## src/design/otp_port_regs.svh

```systemverilog
`ifndef OTP_PORT_REGS_SVH
`define OTP_PORT_REGS_SVH

// ------------------------------------------------------------
// controller register byte offsets
// ------------------------------------------------------------
`define OTP_CTRL_OFS 8'h00
`define OTP_DATA_OFS 8'h04
`define OTP_STAT_OFS 8'h08
`define OTP_PULSE_OFS 8'h0c

// ------------------------------------------------------------
// control and status register fields
// ------------------------------------------------------------
`define OTP_CTRL_GO_BIT 0
`define OTP_CTRL_OP_LSB 4
`define OTP_CTRL_OP_MSB 6
`define OTP_STAT_BUSY_BIT 8
`define OTP_STAT_PROT_BIT 9

// ------------------------------------------------------------
// timing
// ------------------------------------------------------------
`define OTP_CLK_NS 10
`define OTP_PROG_PULSE_US 950
`define OTP_OVER_PULSE_US 2850
`define OTP_OPT_PULSE_MS 78
`define OTP_PROG_PULSE_CYC (`OTP_PROG_PULSE_US * 1000 / `OTP_CLK_NS)
`define OTP_OVER_PULSE_CYC (`OTP_OVER_PULSE_US * 1000 / `OTP_CLK_NS)
`define OTP_OPT_PULSE_CYC (`OTP_OPT_PULSE_MS * 1000000 / `OTP_CLK_NS)
`define OTP_SETUP_US 2
`define OTP_SETUP_CYC (`OTP_SETUP_US * 1000 / `OTP_CLK_NS)
`define OTP_LINK_HALF 6

`endif

```

## src/design/otp_port_pkg.sv

```systemverilog
package otp_port_pkg;

  // supply / select pin levels: low, high, high-voltage
  typedef enum logic [1:0] {
    LVL_LOW = 2'h0,
    LVL_HIGH = 2'h1,
    LVL_HV = 2'h2
  } level_t;

  typedef enum logic [2:0] {
    OP_READ = 3'h0,
    OP_PROGRAM = 3'h1,
    OP_VERIFY = 3'h2,
    OP_PROTECT = 3'h3,
    OP_LOW_NOISE = 3'h4,
    OP_LATCH_OFF = 3'h5,
    OP_WDT_PERM = 3'h6,
    OP_LOCKOUT = 3'h7
  } op_t;

  typedef struct packed {
    logic protect;
    logic low_noise;
    logic latch_off;
    logic wdt_perm;
    logic lockout;
  } options_t;

endpackage

```

## src/design/otp_link_if.sv

```systemverilog
`timescale 1ns/1ps
interface otp_link_if;
  otp_port_pkg::level_t chip_select;
  logic read_drive_n;
  otp_port_pkg::level_t mode_select;
  otp_port_pkg::level_t program_supply;
  logic write_strobe_n;
  logic addr_clock;
  logic addr_clear;
  logic [7:0] data_from_host;
  logic data_host_oe_n;
  logic [7:0] data_from_dev;
  logic data_dev_oe_n;
  logic [7:0] data_bus;

  // bus level resolved from both enables
  assign data_bus = !data_dev_oe_n ? data_from_dev :
                    !data_host_oe_n ? data_from_host : 8'hff;

  modport device (
    input chip_select, read_drive_n, mode_select, program_supply,
    input write_strobe_n, addr_clock, addr_clear, data_from_host,
    input data_host_oe_n,
    output data_from_dev, data_dev_oe_n
  );
  modport host (
    output chip_select, read_drive_n, mode_select, program_supply,
    output write_strobe_n, addr_clock, addr_clear, data_from_host,
    output data_host_oe_n,
    input data_from_dev, data_dev_oe_n
  );
endinterface

```

## src/design/otp_programmer.sv

```systemverilog
`timescale 1ns/1ps
`include "otp_port_regs.svh"
module otp_programmer #(
  parameter int PROG_CYC = `OTP_PROG_PULSE_CYC,
  parameter int OVER_CYC = `OTP_OVER_PULSE_CYC,
  parameter int OPT_CYC = `OTP_OPT_PULSE_CYC
) (
  input wire logic ref_clk,
  input wire logic nrst,
  otp_link_if.host link,
  input wire logic [31:0] awaddr,
  input wire logic awvalid,
  output logic awready,
  input wire logic [31:0] wdata,
  input wire logic wvalid,
  output logic wready,
  output logic [1:0] bresp,
  output logic bvalid,
  input wire logic bready,
  input wire logic [31:0] araddr,
  input wire logic arvalid,
  output logic arready,
  output logic [31:0] rdata,
  output logic [1:0] rresp,
  output logic rvalid,
  input wire logic rready
);
  // ------------------------------------------------------------
  // sequencer: set levels, clock address, pulse strobe
  // ------------------------------------------------------------
  typedef enum logic [2:0] {
    S_IDLE = 3'h0, S_SETUP = 3'h1, S_PULSE = 3'h3,
    S_HOLD = 3'h2, S_CLK = 3'h6
  } seq_t;

  typedef struct packed {
    seq_t seq;
    otp_port_pkg::op_t op;
    logic [7:0] wbyte;
    logic [7:0] rbyte;
    logic [31:0] cnt;
    logic [31:0] pulse_len;
    logic clear_req;
    logic step_req;
    logic aw_got;
    logic w_got;
    logic [7:0] aw_ofs;
    logic [31:0] wd;
    logic bv;
    logic rv;
    logic [31:0] rd;
    logic [1:0] din_sync;
    logic [7:0] d0;
    logic [7:0] d1;
  } state_t;

  state_t st_reg;
  state_t st_next;
  logic busy;

  function automatic logic [31:0] pulse_for(
    input otp_port_pkg::op_t o,
    input logic over
  );
    if (o == otp_port_pkg::OP_PROGRAM)
      pulse_for = over ? 32'(OVER_CYC) : 32'(PROG_CYC);
    else
      pulse_for = 32'(OPT_CYC);
  endfunction

  assign busy = st_reg.seq != S_IDLE;
  assign awready = !st_reg.aw_got && !st_reg.bv;
  assign wready = !st_reg.w_got && !st_reg.bv;
  assign arready = !st_reg.rv;

  always_comb begin
    st_next = st_reg;
    st_next.d0 = link.data_from_dev;
    st_next.d1 = st_reg.d0;
    st_next.din_sync = {st_reg.din_sync[0], link.data_dev_oe_n};
    if (awvalid && awready) begin
      st_next.aw_got = 1'b1;
      st_next.aw_ofs = awaddr[7:0];
    end
    if (wvalid && wready) begin
      st_next.w_got = 1'b1;
      st_next.wd = wdata;
    end
    if (st_reg.aw_got && st_reg.w_got) begin
      st_next.aw_got = 1'b0;
      st_next.w_got = 1'b0;
      st_next.bv = 1'b1;
      if (st_reg.aw_ofs == `OTP_CTRL_OFS && !busy) begin
        if (st_reg.wd[1]) st_next.clear_req = 1'b1;
        if (st_reg.wd[2]) st_next.step_req = 1'b1;
        if (st_reg.wd[`OTP_CTRL_GO_BIT]) begin
          st_next.op = otp_port_pkg::op_t'(
            st_reg.wd[`OTP_CTRL_OP_MSB:`OTP_CTRL_OP_LSB]);
          st_next.pulse_len = pulse_for(otp_port_pkg::op_t'(
            st_reg.wd[`OTP_CTRL_OP_MSB:`OTP_CTRL_OP_LSB]), st_reg.wd[3]);
          st_next.seq = S_SETUP;
          st_next.cnt = 32'(`OTP_SETUP_CYC);
        end
      end else if (st_reg.aw_ofs == `OTP_DATA_OFS) begin
        st_next.wbyte = st_reg.wd[7:0];
      end
    end
    if (st_reg.bv && bready) st_next.bv = 1'b0;
    if (arvalid && arready) begin
      st_next.rv = 1'b1;
      unique case (araddr[7:0])
        `OTP_DATA_OFS: st_next.rd = {24'h0, st_reg.rbyte};
        `OTP_STAT_OFS: st_next.rd = {23'h0, busy, st_reg.rbyte};
        `OTP_CTRL_OFS: st_next.rd = {29'h0, st_reg.op};
        default: st_next.rd = 32'h0;
      endcase
    end
    if (st_reg.rv && rready) st_next.rv = 1'b0;
    unique case (st_reg.seq)
      S_IDLE: begin
        if (st_reg.step_req || st_reg.clear_req) begin
          st_next.seq = S_CLK;
          st_next.cnt = 32'(`OTP_LINK_HALF * 2);
        end
      end
      S_SETUP: begin
        st_next.cnt = st_reg.cnt - 32'h1;
        if (st_reg.cnt == 32'h0) begin
          st_next.seq = S_PULSE;
          st_next.cnt = st_reg.pulse_len;
        end
      end
      S_PULSE: begin
        st_next.cnt = st_reg.cnt - 32'h1;
        if (st_reg.cnt == 32'h0) begin
          st_next.seq = S_HOLD;
          st_next.cnt = 32'(`OTP_SETUP_CYC);
          // undriven bus floats to its pull-up level
          st_next.rbyte = st_reg.din_sync[1] ? 8'hff : st_reg.d1;
        end
      end
      S_HOLD: begin
        st_next.cnt = st_reg.cnt - 32'h1;
        if (st_reg.cnt == 32'h0) st_next.seq = S_IDLE;
      end
      S_CLK: begin
        st_next.cnt = st_reg.cnt - 32'h1;
        if (st_reg.cnt == 32'h0) begin
          st_next.seq = S_IDLE;
          // the request flag selects the pin, so drop it only here
          if (st_reg.clear_req) st_next.clear_req = 1'b0;
          else st_next.step_req = 1'b0;
        end
      end
      default: st_next.seq = S_IDLE;
    endcase
  end

  always_ff @(posedge ref_clk) begin
    if (!nrst) st_reg <= '0;
    else st_reg <= st_next;
  end

  // ------------------------------------------------------------
  // pin levels per operation
  // ------------------------------------------------------------
  logic writes;
  logic reads;
  assign writes = st_reg.op != otp_port_pkg::OP_READ &&
                  st_reg.op != otp_port_pkg::OP_VERIFY;
  assign reads = !writes ||
                 st_reg.op inside {otp_port_pkg::OP_LATCH_OFF,
                                   otp_port_pkg::OP_LOCKOUT};
  always_comb begin
    link.program_supply = busy && st_reg.op != otp_port_pkg::OP_READ ?
      otp_port_pkg::LVL_HV : otp_port_pkg::LVL_HIGH;
    link.mode_select = st_reg.op inside {otp_port_pkg::OP_READ,
      otp_port_pkg::OP_PROTECT} ? otp_port_pkg::LVL_HV :
      st_reg.op inside {otp_port_pkg::OP_WDT_PERM,
      otp_port_pkg::OP_LOCKOUT} ? otp_port_pkg::LVL_LOW :
      otp_port_pkg::LVL_HIGH;
    link.chip_select = !busy ? otp_port_pkg::LVL_HIGH :
      (st_reg.op inside {otp_port_pkg::OP_READ, otp_port_pkg::OP_PROGRAM,
       otp_port_pkg::OP_VERIFY}) ? otp_port_pkg::LVL_LOW :
      otp_port_pkg::LVL_HV;
  end
  assign link.read_drive_n = !(busy && reads);
  // strobe only in pulse phase; pulse length per op
  assign link.write_strobe_n = !(st_reg.seq == S_PULSE && writes);
  assign link.data_from_host = st_reg.wbyte;
  assign link.data_host_oe_n = !(busy && st_reg.op ==
                                 otp_port_pkg::OP_PROGRAM);
  assign link.addr_clock = st_reg.seq == S_CLK && !st_reg.clear_req &&
                           st_reg.cnt >= 32'(`OTP_LINK_HALF);
  assign link.addr_clear = st_reg.seq == S_CLK && st_reg.clear_req;
  assign bresp = 2'h0;
  assign bvalid = st_reg.bv;
  assign rdata = st_reg.rd;
  assign rresp = 2'h0;
  assign rvalid = st_reg.rv;
endmodule

```

## src/flat_wrapper.sv

```systemverilog
// flat-port wrapper written by rule: the top's interface ports become plain ports
module otp_programmer_flat 
#(
  parameter int PROG_CYC = `OTP_PROG_PULSE_CYC,
  parameter int OVER_CYC = `OTP_OVER_PULSE_CYC,
  parameter int OPT_CYC = `OTP_OPT_PULSE_CYC
)
  (ref_clk, nrst, awaddr, awvalid, awready, wdata, wvalid, wready, bresp, bvalid, bready, araddr, arvalid, arready, rdata, rresp, rvalid, rready, link_chip_select, link_read_drive_n, link_mode_select, link_program_supply, link_write_strobe_n, link_addr_clock, link_addr_clear, link_data_from_host, link_data_host_oe_n, link_data_from_dev, link_data_dev_oe_n);
  otp_link_if link_i ();
  input wire logic ref_clk;
  input wire logic nrst;
  input wire logic [31:0] awaddr;
  input wire logic awvalid;
  output logic awready;
  input wire logic [31:0] wdata;
  input wire logic wvalid;
  output logic wready;
  output logic [1:0] bresp;
  output logic bvalid;
  input wire logic bready;
  input wire logic [31:0] araddr;
  input wire logic arvalid;
  output logic arready;
  output logic [31:0] rdata;
  output logic [1:0] rresp;
  output logic rvalid;
  input wire logic rready;
  output wire logic [$bits(link_i.chip_select)-1:0] link_chip_select;
  output wire logic [$bits(link_i.read_drive_n)-1:0] link_read_drive_n;
  output wire logic [$bits(link_i.mode_select)-1:0] link_mode_select;
  output wire logic [$bits(link_i.program_supply)-1:0] link_program_supply;
  output wire logic [$bits(link_i.write_strobe_n)-1:0] link_write_strobe_n;
  output wire logic [$bits(link_i.addr_clock)-1:0] link_addr_clock;
  output wire logic [$bits(link_i.addr_clear)-1:0] link_addr_clear;
  output wire logic [$bits(link_i.data_from_host)-1:0] link_data_from_host;
  output wire logic [$bits(link_i.data_host_oe_n)-1:0] link_data_host_oe_n;
  input wire logic [$bits(link_i.data_from_dev)-1:0] link_data_from_dev;
  input wire logic [$bits(link_i.data_dev_oe_n)-1:0] link_data_dev_oe_n;
  assign link_chip_select = link_i.chip_select;
  assign link_read_drive_n = link_i.read_drive_n;
  assign link_mode_select = link_i.mode_select;
  assign link_program_supply = link_i.program_supply;
  assign link_write_strobe_n = link_i.write_strobe_n;
  assign link_addr_clock = link_i.addr_clock;
  assign link_addr_clear = link_i.addr_clear;
  assign link_data_from_host = link_i.data_from_host;
  assign link_data_host_oe_n = link_i.data_host_oe_n;
  assign link_i.data_from_dev = link_data_from_dev;
  assign link_i.data_dev_oe_n = link_data_dev_oe_n;
  otp_programmer #(.PROG_CYC(PROG_CYC), .OVER_CYC(OVER_CYC), .OPT_CYC(OPT_CYC)) u_core (.ref_clk(ref_clk), .nrst(nrst), .link(link_i), .awaddr(awaddr), .awvalid(awvalid), .awready(awready), .wdata(wdata), .wvalid(wvalid), .wready(wready), .bresp(bresp), .bvalid(bvalid), .bready(bready), .araddr(araddr), .arvalid(arvalid), .arready(arready), .rdata(rdata), .rresp(rresp), .rvalid(rvalid), .rready(rready));
endmodule
```

## config.mk

```make
export PLATFORM = sky130hd
export DESIGN_NAME = otp_programmer_flat
export DESIGN_NICKNAME = d
export VERILOG_FILES = /design/src/design/otp_port_pkg.sv /design/src/design/otp_link_if.sv /design/src/design/otp_programmer.sv /design/src/flat_wrapper.sv
export VERILOG_INCLUDE_DIRS = /design/src /design/src/design
export SDC_FILE = /design/constraint.sdc
export NUM_CORES = 1
export LEC_CHECK = 0
export BUFFER_PORTS_ARGS = -buffer_cell sky130_fd_sc_hd__buf_2
export CORE_ASPECT_RATIO = 1.25
export CORE_MARGIN = 3
export CORE_UTILIZATION = 45
export DETAILED_ROUTE_END_ITERATION = 6
export PLACE_DENSITY = 0.71
export SLEW_MARGIN = 20
export SYNTH_ARGS = -nofsm -noshare
export SYNTH_HDL_FRONTEND = slang
export SYNTH_SLANG_ARGS = --single-unit
export TNS_END_PERCENT = 100
```

## constraint.sdc

```tcl
create_clock -name ref_clk -period 3.7 [get_ports ref_clk]
set_input_delay 0.185 -clock ref_clk [delete_from_list [all_inputs] [get_ports ref_clk]]
set_output_delay 0.185 -clock ref_clk [all_outputs]
set_load 0.03 [all_outputs]
```

### Yosys cells after proc, flatten, opt, wreduce, memory -nomap -nowiden

Index checks and enable logic that the tools add are counted.

| word-level totals | value |
|---|---|
| flip-flop bits (word level) | 158 |
| output and inout port bits | 60 |
| input port bits | 112 |
| logic and storage cells | 118 |

| cells by class | value |
|---|---|
| $add $sub $neg | 1 |
| magnitude comparators | 1 |
| mux-type cells | 34 |
| bitwise gates (word level) | 2 |
| reduce and logical (&&, ||, !) cells | 47 |
| eq/ne operators | 15 |

Operator list:

| kind | count |
|---|---|
| 2-to-1 mux 32 bit | 4 |
| one-hot mux 32 bit (4 select lines) | 1 |
| 2-to-1 mux 68 bit | 1 |
| 2-to-1 mux 66 bit | 1 |
| 2-to-1 mux 64 bit | 1 |
| >= comparator 32 x 3 -> 1 bit, second input constant | 1 |
| zero test 32 bit | 1 |
| subtractor 32 x 1 -> 32 bit, second input constant | 1 |
| one-hot mux 9 bit (3 select lines) | 1 |
| 2-to-1 mux 8 bit | 3 |
| 2-to-1 mux 19 bit | 1 |
| logical AND 1 bit | 17 |
| equality test 8 x 3 -> 1 bit, second input constant | 2 |
| zero test 8 bit | 2 |
| 2-to-1 mux 14 bit | 1 |
| equality test 3 x 2 -> 1 bit, second input constant | 4 |
| equality test 3 bit, second input constant | 4 |
| 2-to-1 mux 2 bit | 6 |
| 2-to-1 mux 3 bit | 4 |
| 2-to-1 mux 6 bit | 2 |
| one-hot mux 3 bit (4 select lines) | 1 |
| zero test 1 bit | 10 |
| equality test 3 x 1 -> 1 bit, second input constant | 3 |
| nonzero test 3 bit | 3 |
| other kinds (10) | 25 |

### Logic depth before layout (Yosys ltp)

Gate-level depths: netlist of the first run.

| logic depth | value |
|---|---|
| depth in word-level cells | 8 |
| mapped depth | 9 |
| mapped depth without buffers | 7 |

### Worst setup path after synthesis of the first run

OpenSTA, ideal clock, no wires.

| timing path | value |
|---|---|
| path kind | reg2reg |
| start | register u_core.st_reg[130] (netlist bit) |
| end | register u_core.st_reg[159] (netlist bit) |
| path buffers | 3 |
| setup time | 0.063 ns |
| stages on the path, launching flop included | 9 |
| arrival time | 2.505 ns |
| setup slack | 1.132 ns |
| cells stage by stage | dfxtp_1 buf_6 or4_4 buf_6 or4_1 buf_2 or3_4 or4_1 nand3_1 |

| on the way | value |
|---|---|
| cells in the longest elaborated chain, start to end | 3 |
| elaborated cells on any way between the ends | 5 |
| those cells by class | add/sub: 1; mux: 3; reduce/logical: 1 |

Ends and longest elaborated chain:

| what | line | text |
|---|---|---|
| start: declaration | otp_programmer.sv:57 | `state_t st_reg;` |
| start signal: assignment | otp_programmer.sv:161 | `else st_reg <= st_next;` |
| subtractor 32 x 1 -> 32 bit or zero test 32 bit (tied branches) | n/a |  |
| 2-to-1 mux 32 bit, on equally long branches | otp_programmer.sv:135, otp_programmer.sv:128 |  |
| one-hot mux 32 bit (4 select lines) * | otp_programmer.sv:119 | `unique case (st_reg.seq)` |

Mark *: on every way between the ends. The rest lies on a longest branch, timed or not.
A chain may end at the register's enable or synchronous reset.

### Final worst setup path of the first run

| timing path | value |
|---|---|
| start | register u_core.st_reg[148] (netlist bit) |
| end | register u_core.st_reg[140] (netlist bit) |

| on the way | value |
|---|---|
| cells in the longest elaborated chain, start to end | 3 |
| elaborated cells on any way between the ends | 4 |
| those cells by class | mux: 3; reduce/logical: 1 |

Ends and longest elaborated chain:

| what | line |
|---|---|
| zero test 32 bit * | otp_programmer.sv:128, otp_programmer.sv:135 |
| 2-to-1 mux 32 bit, on equally long branches | otp_programmer.sv:135, otp_programmer.sv:128 |
| one-hot mux 32 bit (4 select lines) * | otp_programmer.sv:119 |

Marked as above.

==> flow_metrics.tcl, run 1 <==
set metrics [dict create \
    clock_path_buffers 2 \
    finalCritPeriodShare_pct 79.6 \
    cts_resized 0 \
    core-area_um2 11100 \
    critPathArrivalTime_ns 3.17 \
    die_area_um2 12800 \
    dieWidth_um 102 \
    synth_edf_count 0 \
    p_total_mw 5.14 \
    vias 4577 \
    hold_violations 0 \
    grt_pass1_wl_um 19500 \
    slowest_stage "nor4_2" \
    cts_setup_buffers 0 \
    worst_hold_path.num_cells 2 \
    reg2reg_depth 5 \
    initial_core_util_pct 46.4 \
    p_leak_nw 2.44 \
    final.setup.tns_ns 0 \
    p_per_area_nw_per_um2 904 \
    ys.flop_type "dfxtp_1" \
    wl_per_cell_um 15.4 \
    cts_tree "done" \
    setup_violations 0 \
    antennaDiodeCount 0 \
    start_kind "flip-flop" \
    syn_inst 631 \
    synth_warnings 0 \
    gp_congestion 0.882 \
    largest_register_ffs 81 \
    grtUsageTotal_pct 19.0 \
    hold_path.class "input pin to flip-flop" \
    async_reset_ff_share_pct 0 \
    crit_type "flip-flop to flip-flop" \
    synth.area.top_cells "dfxtp_1 42%, buf_4 6.4%, nand2_1 5.6%, nor2_1 4.9%, a21oi_1 4.4%" \
    viasPerCell 5.66 \
    ys_ff_latch 109 \
    place.port_buffers 72 \
    crit_start "u_core.st_reg[148]" \
    grt-ovfl-total 0 \
    crit_end "u_core.st_reg[140]" \
    outcome "complete, no violations" \
    cp-end-kind "flip-flop" \
    critPathMaxStageDelay_ns 0.62 \
    period_minus_slack_ns 2.94 \
    seq_area_frac_synth_pct 42.3 \
    root_buffer "clkbuf_16" \
    maxSlewViolCount 0 \
    rows 43 \
    tightestPinTransition_ns 1.02 \
    cts_made_buffers 9 \
    dpl.hpwl_um 8960 \
    wirelength_um 12500 \
    required_ns 3.92 \
    worstReg2RegEnd "u_core.st_reg[140]" \
    drt_iter0_drc 373 \
    synth_cell_types 58 \
    slew_headroom_pct 31.6 \
    ff2ff_setup_slack_ns 0.76 \
    ios 172 \
    clock.fmax_mhz 340 \
    antenna_found_initial 0 \
    drive_gt1_share_pct 15.9 \
    cts_num_sinks 109 \
    drt_first_pass_iters 5 \
    ctsHoldBuffers 0 \
    nNetsFinal 783 \
    grt_max_degree 37 \
    netlist.area_leader.share_pct 42.3 \
    worstPathCellList "or4_1 -> nor4_2 -> nand3_1 -> o21ai_0 -> o31ai_1" \
    reg2reg_from "u_core.st_reg[148]" \
    area_growth_pct 10.2 \
    grt_pass1_vias 4063 \
    clkSlewWorstSetupHoldPaths_ns 0.08 \
    yosys.area.top_type "dfxtp_1" \
    syn_area_per_cell_um2 8.18 \
    drc 0 \
    die-height_um 126 \
    peakVddDrop_v 0.000541 \
    cp_max_fo 9 \
    maxCapViolations 0 \
    worst_clock_skew_ns 0.0119 \
    h-tree-depth 3 \
    grt_setup_unrepaired "false" \
    drtAntennaViolNets 0 \
    syn_area_um2 5160 \
    insertion_delay_ns 0.36 \
]
[worst max-delay path, delay by kind of cell (launching register included)]
kind,cells,cell delay (ns)
AND/OR/NAND/NOR,3,1.66
flip-flops,1,0.38
AO/OA/AOI/OAI,2,0.77
[Yosys cell counts (12+ instances only)]
cell type,count
a21oi_1,45
a22oi_1,12
and2_1,21
buf_4,44
clkbuf_1,26
dfxtp_1,109
inv_1,13
nand2_1,77
nand3_1,14
nor2_1,68
nor3_1,15
nor4_1,14
o21ai_0,30
or3_1,12
or4_1,14
[layout by cell type (no fill, tap or decap), types with 14 or more instances in the layout]
cell type    n
nor3_1      15
o21ai_0     30
or4_1       14
a21oi_1     45
dfxtp_1    109
conb_1      27
nor2_1      68
nand3_1     14
nand2_1     77
buf_2       72
and2_1      21
[cell type report]
type | instances | area, um2
fill | 1084 | 5450
multi-input combinational | 456 | 2550
sequential | 109 | 2180
timing repair buffer | 80 | 420
clock buffer | 9 | 225
tap | 135 | 169
clock inverter | 7 | 86.3
inverter | 13 | 48.8
[worst min-delay path by stage]
| stage | startpoint | end | slack (ns) |
|---|---|---|---|
| after floorplan | link_data_from_dev[0] | u_core.st_next[0] | 0.31 |
| after global placement | link_data_from_dev[6] | u_core.st_next[6] | 0.40 |
| after detailed placement | link_data_from_dev[6] | u_core.st_next[6] | 0.40 |
| after CTS | link_data_from_dev[6] | u_core.st_next[6] | 0.02 |
| after global routing | link_data_from_dev[5] | u_core.st_next[5] | 0.04 |
| final | link_data_from_dev[6] | u_core.st_next[6] | 0.03 |
[metrics by stage]
step / hold WS [ns] / std cells / area, um2 / utilization [%] / setup slack (ns)
after floorplan: 0.312 / 657 / 5260 / - / 1.13
after global placement: 0.397 / 793 / 5380 / 48.3 / 0.847
after detailed placement: 0.395 / 793 / 5380 / 48.3 / 0.814
after CTS: 0.0238 / 809 / 5690 / 51.1 / 0.809
after global routing: 0.0379 / 809 / 5690 / 51.1 / 0.603
final: 0.0313 / 809 / 5690 / 51.1 / 0.756
[logic make-up after synthesis]
kind of cell	after synthesis	share of synthesized area, %
xor+xnor	9	1.53
flops	109	42.3
mux	9	1.77
fa+ha+maj	2	0.485
simple gates	266	25.7
buf+inv	92	10.3
compound gates	143	17.9
other cells	1	0.0726
[power breakdown]
group	switching [mW]	total (mW)	internal [mW]	leakage, nW
Combinational	1.68	2.61	0.928	1.40
Sequential	0.217	1.55	1.33	0.887
Clock	0.497	0.984	0.487	0.151
[per-layer routing]
layer,up-vias,track usage (%),part of all wire (%)
met5,-,0,0
met4,0,8.53,2.0
met3,22,3.32,5.9
met2,167,31.9,51
met1,2131,23.3,41
li1,2257,-,-
Power figures use the tool's default switching activity.
==> inputs of run 2 (changes only) <==
Clock period 3.7 ns to 3 ns, I/O delays scaled along.
==> run 2 against run 1 <==
  * Sequential power rose by 22%
  * Fmax grew 10%
  * First-iteration DRC count rose by 4.8%
  * Cell area rose by 1.5%
  * Die area is the same
  * Critical path depth did not move
  * Clock skew down 0.0024 ns
  * Via count up 1.4%
  * Hold slack got worse by 0.022 ns
  * Register-to-register slack lost 0.43 ns
  * Critical endpoint is now u_core.st_reg[159]
  * Core utilization increased by 0.74 points
  * Wire length grew 0.71%
==> flow_metrics.tcl, run 2 (synthesis gave the netlist of run 1 again) <==
set metrics [dict create \
    outcome "complete, no violations" \
    grt_pass1_wl_um 20300 \
    initial_core_util_pct 46.4 \
    ios 172 \
    drive_gt1_share_pct 17.0 \
    setup_violations 0 \
    final_cell_mix "109 x dfxtp_1, 77 x nand2_1, 72 x buf_2, 68 x nor2_1, 45 x a21oi_1" \
    dieWidth_um 102 \
    hold_violations 0 \
    antennaDiodeCount 0 \
    root_buffer "clkbuf_16" \
    nNetsFinal 793 \
    hold_path.class "input pin to flip-flop" \
    critical_path.most_common_cell "or4_1" \
    period_minus_slack_ns 2.67 \
    cts_num_sinks 109 \
    place.port_buffers 72 \
    core-area_um2 11100 \
    drc 0 \
    finalCritPeriodShare_pct 89.1 \
    dpl.hpwl_um 9290 \
    grtUsageTotal_pct 19.6 \
    antenna_found_initial 0 \
    final_common_cell "dfxtp_1" \
    worstPathCellList "or4_4 -> or4_1 -> or3_4 -> or4_1 -> nand3_1" \
    gp_congestion 0.876 \
    cp-end-kind "flip-flop" \
    grt_setup_unrepaired "false" \
    h-tree-depth 3 \
    maxSlewViolCount 0 \
    cts_made_buffers 9 \
    peakVddDrop_v 0.000675 \
    num-fill-cells 1058 \
    die_area_um2 12800 \
    grt_pass1_vias 4228 \
    crit_type "flip-flop to flip-flop" \
    clock.fmax_mhz 374 \
    regArea_um2 2180 \
    maxCapViolations 0 \
    start_kind "flip-flop" \
    final.setup.tns_ns 0 \
    viasPerCell 5.67 \
    p_per_area_nw_per_um2 1120 \
    clkSlewWorstSetupHoldPaths_ns 0.08 \
    insertion_delay_ns 0.35 \
    cts_tree "done" \
    wirelength_um 12600 \
    worst_clock_skew_ns 0.00946 \
    area_growth_pct 11.8 \
    drtAntennaViolNets 0 \
    slew_headroom_pct 46.2 \
    grt-ovfl-total 0 \
    drt_first_pass_iters 5 \
    critPathMaxStageDelay_ns 0.68 \
    whs_ns 0.00925 \
    vias 4641 \
    clock_path_buffers 2 \
    largest_register_ffs 81 \
    ff2ff_setup_slack_ns 0.33 \
    p_total_mw 6.45 \
    p_leak_nw 2.49 \
    multi_input_area_um2 2550 \
    drt_iter0_drc 391 \
    fin_area_um2 5770 \
    place_area_um2 5460 \
    rows 43 \
    grt_max_degree 31 \
    required_ns 3.29 \
    tightestPinTransition_ns 0.806 \
    die-height_um 126 \
    critPathArrivalTime_ns 2.96 \
    wl_per_cell_um 15.3 \
    slowest_stage "or4_1" \
    cp_max_fo 8 \
]
==> run 2: routing by layer <==
layer | track usage, % | share of wire, % | wire length [um]
met5 | 0 | 0 | 0
met4 | 7.59 | 2.5 | 308
met3 | 3.21 | 5.9 | 747
met2 | 33.2 | 50 | 6280
met1 | 24.6 | 42 | 5230
==> run 2: worst paths after layout <==
| check | cells past startpoint | from | to |
|---|---|---|---|
| min | 2 | link_data_from_dev[6] | u_core.st_next[6] |
| max reg2reg | 5 | u_core.st_reg[130] | u_core.st_reg[159] |
| min reg2reg | 1 | u_core.st_next[17] | u_core.st_reg[17] |
| max | 5 | u_core.st_reg[130] | u_core.st_reg[159] |
==> run 2: area by class of cell <==
type	count	share of cell area, %
clock buffer	9	3.90
multi-input combinational	456	44.3
sequential	109	37.8
tap	135	2.93
clock inverter	7	1.37
inverter	13	0.846
timing repair buffer	90	8.85
==> run 2: metrics by stage <==
step                setup WS (ns)  std cells  util (%)
CTS                         0.345        819      51.8
finish                      0.328        819      51.8
floorplan                   0.432        657         -
detailed placement          0.363        802      49.0
global placement            0.370        802      49.0
global route                0.246        819      51.8
==> run 2: worst max-delay path, delay by kind of cell, from the launching register on <==
kind	cells	cell delay, ns
flops	1	0.39
simple gates	5	2.21
==> run 2: what timing repair did <==
action,4_1_cts,5_1_grt
setup buffers,0,0
endpoints found under the setup margin,0,0
gates resized for setup,0,0
hold endpoints to repair,1,0
hold buffers,1,0
==> run 2: power breakdown <==
| part | switching [mW] | leakage (nW) | total [mW] | internal (mW) |
|---|---|---|---|---|
| Sequential | 0.241 | 0.887 | 1.89 | 1.64 |
| Clock | 0.588 | 0.148 | 1.18 | 0.593 |
| Combinational | 2.11 | 1.45 | 3.38 | 1.28 |
==> inputs of run 3 (changes only) <==
Settings changed: CELL_PAD_IN_SITES_DETAIL_PLACEMENT set to 1, CELL_PAD_IN_SITES_GLOBAL_PLACEMENT set to 1, CORE_UTILIZATION 45 to 36, PLACE_DENSITY 0.71 to 0.78, SLEW_MARGIN 20 to 0.
==> run 3 against run 2 <==
  * Sequential share of layout area is 0.17 points lower
  * Total power is 1.2% higher
  * First-iteration DRC count is 33% lower
  * Fmax is 2.7% lower
  * Sequential power hardly changed
  * Count of clock-buffer cells in the layout is 1 higher
  * Global-route usage is 1.5 points lower
  * Core utilization is 10 points lower
  * Critical endpoint is now u_core.st_reg[144]
==> flow_metrics.tcl, run 3 (synthesis gave the netlist of run 1 again) <==
set metrics [dict create \
    crit_family "simple AND/OR/NAND/NOR gates" \
    antenna_found_initial 0 \
    tightestPinTransition_ns 0.794 \
    hold_path.class "input pin to flip-flop" \
    area_growth_pct 12.3 \
    maxSlewViolCount 0 \
    place_area_um2 5510 \
    p_leak_nw 2.48 \
    place.port_buffers 72 \
    grtUsageTotal_pct 18.1 \
    cts_setup_buffers 0 \
    clkSlewWorstSetupHoldPaths_ns 0.07 \
    initial_core_util_pct 37.1 \
    worst-path-buf-inv 1 \
    vias 4670 \
    crit_type "flip-flop to flip-flop" \
    cts_num_sinks 109 \
    rows 48 \
    nNetsFinal 795 \
    worst_clock_skew_ns 0.00864 \
    dp.cells 844 \
    fin_area_um2 5800 \
    antennaDiodeCount 0 \
    core-area_um2 13900 \
    required_ns 3.23 \
    drtAntennaViolNets 0 \
    slew_headroom_pct 46.8 \
    die_area_um2 15800 \
    cp-end-kind "flip-flop" \
    critical_path.most_common_cell "or4_1" \
    root_buffer "clkbuf_16" \
    ff2ff_setup_slack_ns 0.25 \
    final_cell_mix "109 x dfxtp_1, 77 x nand2_1, 72 x buf_2, 68 x nor2_1, 45 x a21oi_1" \
    whs_ns 0.0138 \
    layout.cells.non_filler 861 \
    grt_setup_unrepaired "false" \
    hold_violations 0 \
    critPathMaxStageDelay_ns 0.59 \
    final_util_pct 41.6 \
    gp_congestion 0.863 \
    critPathArrivalTime_ns 2.98 \
    grt_pass1_vias 4769 \
    maxCapViolations 0 \
    slowest_stage "or4_1" \
    h-tree-depth 3 \
    dpl.hpwl_um 10500 \
    outcome "complete, no violations" \
    grt_max_degree 31 \
    grt_pass1_wl_um 23600 \
    dieWidth_um 113 \
    grt-ovfl-total 0 \
    cts_made_buffers 9 \
    cts_resized 0 \
    p_per_area_nw_per_um2 1130 \
    clock_path_buffers 2 \
    viasPerCell 5.42 \
    die-height_um 140 \
    finalCritPeriodShare_pct 91.5 \
    largest_register_ffs 81 \
    cts_tree "done" \
    final.setup.tns_ns 0 \
    wl_per_cell_um 16.5 \
    clock.fmax_mhz 364 \
    final_common_cell "dfxtp_1" \
    drc 0 \
    drt_first_pass_iters 4 \
    setup_violations 0 \
    worstPathCellList "or4_1 -> or4_1 -> o41ai_2 -> buf_4 -> a21oi_1 -> a221o_1" \
    period_minus_slack_ns 2.75 \
    wirelength_um 14200 \
    start_kind "flip-flop" \
    peakVddDrop_v 0.000615 \
    drt_iter0_drc 263 \
    cp_max_fo 12 \
    ios 172 \
    drive_gt1_share_pct 17.1 \
    insertion_delay_ns 0.35 \
]
[run 3: where the power goes]
group          internal, mW  switching, mW
registers              1.65          0.259
clock network         0.571          0.548
logic                  1.32           2.19
total                  3.54           2.99
[run 3: path summary, 6_finish.rpt]
path / startpoint / endpoint / depth (start not counted)
worst min-delay path: link_data_from_dev[5] / u_core.st_next[5] / 2
worst max-delay path: u_core.st_reg[148] / u_core.st_reg[144] / 6
worst max register to register: u_core.st_reg[148] / u_core.st_reg[144] / 6
worst min register to register: u_core.st_next[5] / u_core.st_reg[5] / 1
[run 3: area by class of cell]
| cell class | count | area [um2] |
|---|---|---|
| well taps | 175 | 219 |
| fillers | 1734 | 8140 |
| flip-flops and latches | 109 | 2180 |
| inverters | 13 | 48.8 |
| clock inverters | 6 | 48.8 |
| clock buffers | 10 | 229 |
| multi-input cells | 456 | 2550 |
| repair buffers | 92 | 513 |
[run 3: per-layer routing]
metal	global-route usage, %	part of all wire [%]	wire length [um]
met5	0	0	0
met4	6.71	2.3	321
met3	3.48	5.0	716
met2	31.5	50	7050
met1	21.9	43	6120
[run 3: repair_timing]
action                                 4_1_cts  5_1_grt
endpoints found under the hold margin        1        0
hold buffers                                 1        0
setup endpoints to repair                    0        0
[run 3: worst reg2reg max path, stage by stage, from the launching register on]
cell     delay [ns]
dfxtp_1        0.37
or4_1          0.59
or4_1          0.59
o41ai_2        0.47
buf_4          0.26
a21oi_1        0.08
a221o_1        0.27
[run 3: through the flow]
stage	setup WS [ns]	total power [mW]
detailed placement	0.284	5.36
global route	0.0960	7.00
global placement	0.319	5.23
floorplan	0.432	4.22
CTS	0.233	6.52
finish	0.254	6.53
